`src/asq_pkg.sv`:
```
// Purpose: Shared constants and types for the converter slot sequencer and status block.
// Assumes: 8-bit register port in the processor's data and special-register spaces.
// Notes: Register offsets, field positions, the selector reset values and the debounce timing live here.

package asq_pkg;

  // ---------------------------------------------------------------------------
  // Register map
  // ---------------------------------------------------------------------------
  localparam logic [15:0] ASQ_MISC_STATUS_OFS = 16'h00f8;
  localparam logic [15:0] ASQ_LINK_ERR_OFS = 16'h00fc;
  localparam logic [15:0] ASQ_SLOT10_LEN_OFS = 16'h2100;
  localparam logic [15:0] ASQ_SLOT8_9_OFS = 16'h2101;
  localparam logic [15:0] ASQ_SLOT6_7_OFS = 16'h2102;
  localparam logic [15:0] ASQ_SLOT4_5_OFS = 16'h2103;
  localparam logic [15:0] ASQ_SLOT2_3_OFS = 16'h2104;

  // Field positions.
  localparam int ASQ_BTN_LEVEL_BIT = 0;
  localparam int ASQ_RD_PERR_BIT = 6;
  localparam int ASQ_WR_PERR_BIT = 5;
  localparam int ASQ_LOW_NIB_LSB = 0;
  localparam int ASQ_HIGH_NIB_LSB = 4;

  // Reset values.
  localparam logic [7:0] ASQ_SEL_RESET = 8'h00;
  localparam logic [3:0] ASQ_NIB_RESET = 4'h0;

  // Frame geometry.
  localparam int ASQ_SLOT_CNT = 11;
  localparam logic [3:0] ASQ_MAX_FRAME_LEN = 4'hb;
  localparam logic [3:0] ASQ_FIRST_SEL_SLOT = 4'h2;

  // Timing.
  localparam int ASQ_CLK_PERIOD_PS = 5000;
  localparam int ASQ_BTN_DEBOUNCE_NS = 10000;
  localparam int ASQ_BTN_DEBOUNCE_CYC =
    (ASQ_BTN_DEBOUNCE_NS * 1000 + ASQ_CLK_PERIOD_PS - 1) / ASQ_CLK_PERIOD_PS;

  // ---------------------------------------------------------------------------
  // Types
  // ---------------------------------------------------------------------------
  typedef struct packed {
    logic sfr_space;
    logic [15:0] addr;
    logic wr;
    logic rd;
    logic [7:0] wdata;
  } asq_reg_req_t;

  typedef struct packed {
    logic frame_start;
    logic [3:0] slot_index;
    logic select_valid;
    logic [3:0] input_select;
  } asq_slot_out_t;

endpackage : asq_pkg

```
`src/asq_slot_sequencer.sv`:
```
// Purpose: Slot selector registers, frame sequencer, pushbutton status and link parity flags.
// Assumes: Single clock clk_sys at 200 MHz, asynchronous active-high reset rst.
// Notes: Parity error pulses and slot ticks come from logic on the same clock.
//
// Behaviour
// - Slots two to ten convert their selector.
// - Slots two and three use one shared byte.
// - Frame length from upper nibble at slot10.
// - Debounced pushbutton readable, zero after reset.
// - Parity errors on sensor link set flags.
// - Flags hold until processor clears by writing.

`timescale 1ns/1ps

module asq_slot_sequencer
  import asq_pkg::*;
#(
  parameter int DEBOUNCE_CYC = ASQ_BTN_DEBOUNCE_CYC
) (
  input wire logic clk_sys,
  input wire logic rst,
  input wire asq_reg_req_t reg_req,
  output logic [7:0] reg_rdata,
  output logic reg_rvalid,
  input wire logic slot_tick,
  output asq_slot_out_t slot_out,
  input wire logic pushbutton_input,
  input wire logic sensor_read_parity_error,
  input wire logic sensor_write_parity_error
);

  // ---------------------------------------------------------------------------
  // Elaboration checks
  // ---------------------------------------------------------------------------
  if (DEBOUNCE_CYC < 1 || DEBOUNCE_CYC > 65535) begin : g_bad_debounce
    $error("DEBOUNCE_CYC must lie between 1 and 65535.");
  end

  // ---------------------------------------------------------------------------
  // Address decode
  // ---------------------------------------------------------------------------

  // Returns one when the request addresses the given location in the given space.
  function automatic logic hit(input asq_reg_req_t r, input logic sfr, input logic [15:0] ofs);
    hit = (r.sfr_space == sfr) && (r.addr == ofs);
  endfunction : hit

  logic wr_slot10_len;
  logic wr_slot8_9;
  logic wr_slot6_7;
  logic wr_slot4_5;
  logic wr_slot2_3;
  logic wr_link_err;

  // Write strobes for each writable location.
  assign wr_slot10_len = reg_req.wr && hit(reg_req, 1'b0, ASQ_SLOT10_LEN_OFS);
  assign wr_slot8_9 = reg_req.wr && hit(reg_req, 1'b0, ASQ_SLOT8_9_OFS);
  assign wr_slot6_7 = reg_req.wr && hit(reg_req, 1'b0, ASQ_SLOT6_7_OFS);
  assign wr_slot4_5 = reg_req.wr && hit(reg_req, 1'b0, ASQ_SLOT4_5_OFS);
  assign wr_slot2_3 = reg_req.wr && hit(reg_req, 1'b0, ASQ_SLOT2_3_OFS);
  assign wr_link_err = reg_req.wr && hit(reg_req, 1'b1, ASQ_LINK_ERR_OFS);

  // ---------------------------------------------------------------------------
  // Slot selector and frame length registers
  // ---------------------------------------------------------------------------
  logic [7:0] slot10_len_reg;
  logic [7:0] slot8_9_reg;
  logic [7:0] slot6_7_reg;
  logic [7:0] slot4_5_reg;
  logic [7:0] slot2_3_reg;

  // Each selector byte takes a full write; all fields start at zero.
  always_ff @(posedge clk_sys or posedge rst) begin
    if (rst) begin
      slot10_len_reg <= ASQ_SEL_RESET;
      slot8_9_reg <= ASQ_SEL_RESET;
      slot6_7_reg <= ASQ_SEL_RESET;
      slot4_5_reg <= ASQ_SEL_RESET;
      slot2_3_reg <= ASQ_SEL_RESET;
    end else begin
      if (wr_slot10_len) begin
        slot10_len_reg <= reg_req.wdata;
      end
      if (wr_slot8_9) begin
        slot8_9_reg <= reg_req.wdata;
      end
      if (wr_slot6_7) begin
        slot6_7_reg <= reg_req.wdata;
      end
      if (wr_slot4_5) begin
        slot4_5_reg <= reg_req.wdata;
      end
      if (wr_slot2_3) begin
        slot2_3_reg <= reg_req.wdata;
      end
    end
  end

  // Per-slot selector table, index equals slot number; slots 0 and 1 carry none.
  logic [3:0] slot_sel [ASQ_SLOT_CNT];
  logic [3:0] frame_len_raw;
  logic [3:0] frame_len;

  assign slot_sel[0] = ASQ_NIB_RESET;
  assign slot_sel[1] = ASQ_NIB_RESET;
  assign slot_sel[2] = slot2_3_reg[ASQ_LOW_NIB_LSB +: 4];
  assign slot_sel[3] = slot2_3_reg[ASQ_HIGH_NIB_LSB +: 4];
  assign slot_sel[4] = slot4_5_reg[ASQ_LOW_NIB_LSB +: 4];
  assign slot_sel[5] = slot4_5_reg[ASQ_HIGH_NIB_LSB +: 4];
  assign slot_sel[6] = slot6_7_reg[ASQ_LOW_NIB_LSB +: 4];
  assign slot_sel[7] = slot6_7_reg[ASQ_HIGH_NIB_LSB +: 4];
  assign slot_sel[8] = slot8_9_reg[ASQ_LOW_NIB_LSB +: 4];
  assign slot_sel[9] = slot8_9_reg[ASQ_HIGH_NIB_LSB +: 4];
  assign slot_sel[10] = slot10_len_reg[ASQ_LOW_NIB_LSB +: 4];

  // Frame length; an unsupported value above eleven is held at eleven so the
  // sequencer never walks off the selector table.
  assign frame_len_raw = slot10_len_reg[ASQ_HIGH_NIB_LSB +: 4];
  assign frame_len = (frame_len_raw > ASQ_MAX_FRAME_LEN) ? ASQ_MAX_FRAME_LEN
                                                          : frame_len_raw;

  // ---------------------------------------------------------------------------
  // Frame sequencer
  // ---------------------------------------------------------------------------
  typedef enum logic [1:0] {
    ASQ_IDLE = 2'b01,
    ASQ_RUN = 2'b10
  } asq_seq_state_t;

  asq_seq_state_t seq_state_reg;
  logic [3:0] slot_cnt_reg;
  logic [3:0] slot_cnt_next;
  logic wrap;

  // The last slot of the frame is length minus one; a shortened length while
  // running also ends the frame at once.
  assign wrap = (slot_cnt_reg >= frame_len - 4'h1);

  assign slot_cnt_next = wrap ? 4'h0 : slot_cnt_reg + 4'h1;

  // Walks slots on each tick; a zero frame length holds the sequencer idle.
  always_ff @(posedge clk_sys or posedge rst) begin
    if (rst) begin
      seq_state_reg <= ASQ_IDLE;
      slot_cnt_reg <= 4'h0;
    end else begin
      case (seq_state_reg)
        ASQ_IDLE: begin
          // The tick that leaves idle is slot zero, so the count moves past it.
          if (slot_tick && frame_len != 4'h0) begin
            seq_state_reg <= ASQ_RUN;
            slot_cnt_reg <= slot_cnt_next;
          end
        end
        ASQ_RUN: begin
          if (frame_len == 4'h0) begin
            seq_state_reg <= ASQ_IDLE;
            slot_cnt_reg <= 4'h0;
          end else if (slot_tick) begin
            slot_cnt_reg <= slot_cnt_next;
          end
        end
        default: begin
          seq_state_reg <= ASQ_IDLE;
          slot_cnt_reg <= 4'h0;
        end
      endcase
    end
  end

  logic slot_active;
  logic in_frame;

  // A slot is converted while running inside the programmed length, or on the tick that leaves idle.
  assign in_frame = (slot_cnt_reg < frame_len);
  assign slot_active = slot_tick && (((seq_state_reg == ASQ_RUN) && in_frame) ||
                       ((seq_state_reg == ASQ_IDLE) && (frame_len != 4'h0)));

  logic [3:0] cur_slot;

  // The idle state starts its first frame at slot zero.
  assign cur_slot = (seq_state_reg == ASQ_RUN) ? slot_cnt_reg : 4'h0;

  // Registered converter command for the slot announced by each tick.
  always_ff @(posedge clk_sys or posedge rst) begin
    if (rst) begin
      slot_out <= '0;
    end else begin
      slot_out.frame_start <= slot_active && (cur_slot == 4'h0);
      if (slot_active) begin
        slot_out.slot_index <= cur_slot;
        slot_out.select_valid <= (cur_slot >= ASQ_FIRST_SEL_SLOT);
        slot_out.input_select <= slot_sel[cur_slot];
      end
    end
  end

  // ---------------------------------------------------------------------------
  // Pushbutton debounce
  // ---------------------------------------------------------------------------
  logic btn_meta_reg;
  logic btn_sync_reg;
  logic pushbutton_level_reg;
  logic [15:0] btn_cnt_reg;

  // Two-stage synchroniser for the pushbutton pin.
  always_ff @(posedge clk_sys or posedge rst) begin
    if (rst) begin
      btn_meta_reg <= 1'b0;
      btn_sync_reg <= 1'b0;
    end else begin
      btn_meta_reg <= pushbutton_input;
      btn_sync_reg <= btn_meta_reg;
    end
  end

  // The level changes only after the input has differed for the full window.
  always_ff @(posedge clk_sys or posedge rst) begin
    if (rst) begin
      pushbutton_level_reg <= 1'b0;
      btn_cnt_reg <= 16'h0000;
    end else if (btn_sync_reg == pushbutton_level_reg) begin
      btn_cnt_reg <= 16'h0000;
    end else if (btn_cnt_reg >= 16'(DEBOUNCE_CYC - 1)) begin
      pushbutton_level_reg <= btn_sync_reg;
      btn_cnt_reg <= 16'h0000;
    end else begin
      btn_cnt_reg <= btn_cnt_reg + 16'h0001;
    end
  end

  // ---------------------------------------------------------------------------
  // Sensor link parity flags
  // ---------------------------------------------------------------------------
  logic rd_perr_reg;
  logic wr_perr_reg;

  // Sticky flags; writing zero clears, and a new error in that cycle wins.
  always_ff @(posedge clk_sys or posedge rst) begin
    if (rst) begin
      rd_perr_reg <= 1'b0;
      wr_perr_reg <= 1'b0;
    end else begin
      if (sensor_read_parity_error) begin
        rd_perr_reg <= 1'b1;
      end else if (wr_link_err && !reg_req.wdata[ASQ_RD_PERR_BIT]) begin
        rd_perr_reg <= 1'b0;
      end
      if (sensor_write_parity_error) begin
        wr_perr_reg <= 1'b1;
      end else if (wr_link_err && !reg_req.wdata[ASQ_WR_PERR_BIT]) begin
        wr_perr_reg <= 1'b0;
      end
    end
  end

  // ---------------------------------------------------------------------------
  // Read path
  // ---------------------------------------------------------------------------
  logic [7:0] rd_mux;

  // Unmapped locations and reserved bits read as zero.
  always_comb begin
    rd_mux = 8'h00;
    if (hit(reg_req, 1'b0, ASQ_SLOT10_LEN_OFS)) begin
      rd_mux = slot10_len_reg;
    end else if (hit(reg_req, 1'b0, ASQ_SLOT8_9_OFS)) begin
      rd_mux = slot8_9_reg;
    end else if (hit(reg_req, 1'b0, ASQ_SLOT6_7_OFS)) begin
      rd_mux = slot6_7_reg;
    end else if (hit(reg_req, 1'b0, ASQ_SLOT4_5_OFS)) begin
      rd_mux = slot4_5_reg;
    end else if (hit(reg_req, 1'b0, ASQ_SLOT2_3_OFS)) begin
      rd_mux = slot2_3_reg;
    end else if (hit(reg_req, 1'b1, ASQ_MISC_STATUS_OFS)) begin
      rd_mux[ASQ_BTN_LEVEL_BIT] = pushbutton_level_reg;
    end else if (hit(reg_req, 1'b1, ASQ_LINK_ERR_OFS)) begin
      rd_mux[ASQ_RD_PERR_BIT] = rd_perr_reg;
      rd_mux[ASQ_WR_PERR_BIT] = wr_perr_reg;
    end
  end

  // Read data is registered and valid for one cycle after the strobe.
  always_ff @(posedge clk_sys or posedge rst) begin
    if (rst) begin
      reg_rdata <= 8'h00;
      reg_rvalid <= 1'b0;
    end else begin
      reg_rvalid <= reg_req.rd;
      if (reg_req.rd) begin
        reg_rdata <= rd_mux;
      end
    end
  end

endmodule : asq_slot_sequencer

```
`config.mk`:
```
export PLATFORM = sky130hd
export DESIGN_NAME = asq_slot_sequencer
export DESIGN_NICKNAME = d
export VERILOG_FILES = /design/src/asq_pkg.sv /design/src/asq_slot_sequencer.sv
export SDC_FILE = /design/constraint.sdc
export NUM_CORES = 1
export LEC_CHECK = 0
export BUFFER_PORTS_ARGS = -buffer_cell sky130_fd_sc_hd__buf_2
export CAP_MARGIN = 40
export CORE_MARGIN = 1
export CORE_UTILIZATION = 45
export CTS_CLUSTER_DIAMETER = 30
export DETAILED_ROUTE_END_ITERATION = 7
export SYNTH_ARGS = -nofsm -noshare
export SYNTH_HDL_FRONTEND = slang
export SYNTH_SLANG_ARGS = --single-unit
export TNS_END_PERCENT = 10
```
`constraint.sdc`:
```
create_clock -name clk_sys -period 5.53 [get_ports clk_sys]
set_input_delay 0.2765 -clock clk_sys [delete_from_list [all_inputs] [get_ports clk_sys]]
set_output_delay 0.2765 -clock clk_sys [all_outputs]
set_load 0.02 [all_outputs]
```
==> results by group <==
Status
  – Status: finished clean

Worst hold path
  – Worst min-delay path category: input port to flop
  – Hold Path Stages: 2
  – Hold Path End: wr_perr_reg
  – Hold Path Origin: sensor_write_parity_error

Critical path
  – RR Endpoint: slot_out[8]
  – Worst Path Required: 5.74 ns
  – Buffers plus inverters on the worst setup path: 1
  – CP cell instances: a21o_1, inv_1, ha_1, or3b_2, and2_1, a32oi_1, o21ai_0
  – CP top delay family: compound AO/OA/AOI/OAI gates
  – CP arrival: 2.96 ns
  – Crit Path Max Fanout: 12
  – WS Path Type: flop to flop
  – Crit path depth: 7
  – R2r setup slk: approximately 2.8 ns
  – Reg2reg start: slot10_len_reg[6]
  – Reg2Reg Depth: 7
  – Slowest stage delay, CP: roughly 0.73 ns
  – Capturing element type of the critical path: flop
  – Crit path launch type: flop
  – Slowest stage cell, crit path: a32oi_1

Cells and area
  – Most frequent cells in the layout: dfrtp_1, buf_2, mux2_2
  – Largest register FFs: 16
  – Commonest non-fill, non-tap cell in the layout: dfrtp_1
  – Nets@finish: a little over 500
  – Area grow syn2layout: 14.7%
  – Share of cells above drive strength 1: about 27%
  – Ant. Diodes: 0

Global routing
  – Pin count of the biggest net entering global routing: between 50 and 60
  – Initial antenna violation count: 0
  – Vias in the first global route: around 3.2k
  – Global-route wire length before repair: roughly 17 mm
  – GRT overflow: 0
  – GRT Total Usage: between 20% and 30%

Drt
  – DR vias: 3424
  – Starting DRT DRC Count: 199
  – DRC violations left: 0
  – Via-to-Cell Ratio: roughly 5.7
  – WL/cell: roughly 18 µm
  – Final ANT Viol Nets: 0
  – Final WL: around 11 mm
  – Pre-antenna DRT Iters: 5

Yosys
  – Synth warn: 0
  – Mapped Avg Cell Area: between 10 and 15 µm²
  – Post-Syn Area: ~0.0045 mm²
  – Synth area leader: dfrtp_1
  – Sequential share of the synthesized area: just under 50%
  – Post-synthesis cell type count: 58
  – EDFF count, synth: 0
  – Area fraction of the dominant cell type after synthesis: a little under half
  – Most common flop cell mapped by yosys: dfrtp_1
  – Synth Instances: 412
  – #FFs+latches synth: 86
  – Synth area leaders: dfrtp_1, mux2_2, ha_1, nand2_1, nor2_1
  – Ys async rst share: 100%

STA
  – WHS: 0.0860 ns
  – # setup viols final: 0
  – Setup TNS: 0 ns
  – Max Slew Vio Count: 0
  – Final Hold Fails: 0
  – RSZ-0062 raised after global routing: false
  – Peak Freq: about 360 MHz
  – Slew @ Worst Pin: around 0.96 ns
  – Worst relative slew slack: ~36%
  – Tmin final: approximately 2.7 ns
  – Fin crit share: about half
  – Clock Skews: ~0.014 ns

Power and ir drop
  – Leakage power: around 2.5 nW
  – Pwr per Cell Area: 242 mW/mm²
  – Max IR drop VDD: 0.122 mV
  – Total power: 1.24 mW

Place
  – Port-buffer cells: 51
  – Routability-driven placement congestion ratio: roughly 0.8
  – HPWL Detailed: between 7 and 8 mm

CTS
  – Reg clk slew, reported paths: 0.09 ns
  – Clk root buf: clkbuf_8
  – H-tree Lvls: 3
  – Clk_lat worst skew: between 0.3 and 0.4 ns
  – Clock Tree Buf Depth: 2
  – CTS sink count: 86
  – TritonCTS Buffers: 9
  – CTS tree: yes
  – Resize count post-CTS: 0

Die
  – # IOs: 52
  – Row cnt: 36
  – Die area: slightly above 0.01 mm²
  – Core Footprint: between 0.009 and 0.01 mm²
  – Initial cell density of the core: a little under half
  – Chip width: 102 µm
  – Die Y-Extent: just over 100 µm

Job
  – Max cap viols: 0
==> cell type report <==
class                           instances  area [µm²]
Fill cell                             901        4580
Multi-Input combinational cell        303        2240
Sequential cell                        86        2150
Timing Repair Buffer                   55         310
Tap cell                              133         166
Clock buffer                           10         138
Clock inverter                          6        91.3
Inverter                               12        46.3
==> cell usage after synthesis (2+ instances only) <==
| cell | n |
|---|---|
| a211o_1 | 5 |
| a211oi_1 | 2 |
| a21o_1 | 2 |
| a21oi_1 | 10 |
| a221oi_1 | 6 |
| a222oi_1 | 4 |
| a22o_1 | 3 |
| a31oi_1 | 5 |
| a32o_1 | 5 |
| a41oi_1 | 4 |
| and3_1 | 10 |
| and3b_1 | 3 |
| and4b_1 | 2 |
| buf_2 | 5 |
| clkbuf_1 | 10 |
| dfrtp_1 | 85 |
| ha_1 | 13 |
| inv_1 | 12 |
| mux2_2 | 47 |
| mux2i_1 | 8 |
| nand2_1 | 40 |
| nand2_2 | 2 |
| nand2b_1 | 2 |
| nand3_1 | 9 |
| nand3b_1 | 2 |
| nand4_1 | 5 |
| nor2_1 | 36 |
| nor2b_1 | 7 |
| nor3_1 | 6 |
| nor3_2 | 2 |
| nor4_1 | 3 |
| nor4_4 | 3 |
| o21a_1 | 3 |
| o21ai_0 | 10 |
| o31a_1 | 3 |
| o31ai_1 | 3 |
| o32ai_1 | 2 |
| or3_1 | 3 |
| or4_1 | 2 |
| xnor2_1 | 7 |
| xor2_1 | 4 |
==> metrics by stage <==
stage	instance area, µm²	cells	utilization [%]	setup WS, ns
3_3_place_gp	4870	586	50.0	2.85
6_report	5140	605	52.9	2.78
4_1_cts	5140	605	52.9	2.75
2_1_floorplan	4500	416	-	3.03
3_5_place_dp	4900	587	50.3	2.79
5_1_grt	5140	605	52.9	2.58
==> metal layers <==
layer	GRT usage [%]	share of wire (%)	vias up
met4	8.90	2.0	0
met1	29.7	46	1691
li1	-	-	1639
met2	35.6	48	78
met3	3.01	3.7	16
met5	0	0	-
==> kinds of logic after synthesis <==
family / after synthesis / share of synthesized area [%]
AND/OR/NAND/NOR: 145 / 17.7
AO/OA/AOI/OAI: 73 / 12.2
buffers and inverters: 27 / 2.40
multiplexers: 56 / 13.8
flip-flops: 86 / 48.0
XOR/XNOR: 11 / 2.15
other: 1 / 0.0836
adder cells (fa/ha/maj): 13 / 3.63
==> how the worst max path moves through the flow <==
stage / end / startpoint / slack [ns]
after floorplan: btn_cnt_reg[0] / rst / 3.03
after CTS: slot_out[5] / slot10_len_reg[6] / 2.75
final: slot_out[8] / slot10_len_reg[6] / 2.78
after global routing: slot_out[8] / slot10_len_reg[6] / 2.58
after detailed placement: slot_out[8] / slot10_len_reg[6] / 2.79
after global placement: slot_out[5] / slot10_len_reg[6] / 2.85
==> power breakdown <==
part	total, mW	switching (mW)	internal, mW
Sequential	0.652	0.0153	0.637
Combinational	0.0794	0.0492	0.0302
Clock	0.511	0.241	0.270
Total	1.24	0.306	0.937
==> timing repair <==
item | CTS | global route
hold buffers | 2 | 0
setup endpoints to repair | 0 | 0
buffers inserted | 0 | 0
endpoints found under the hold margin | 28 | 0
==> worst register-to-register path, stage by stage, from the launching register on <==
cell and delay, ns:
dfrtp_1 0.48, a21o_1 0.23, inv_1 0.08, ha_1 0.17, or3b_2 0.50, and2_1 0.21, a32oi_1 0.73, o21ai_0 0.20
Note: power is estimated with default switching activity, not from simulation.
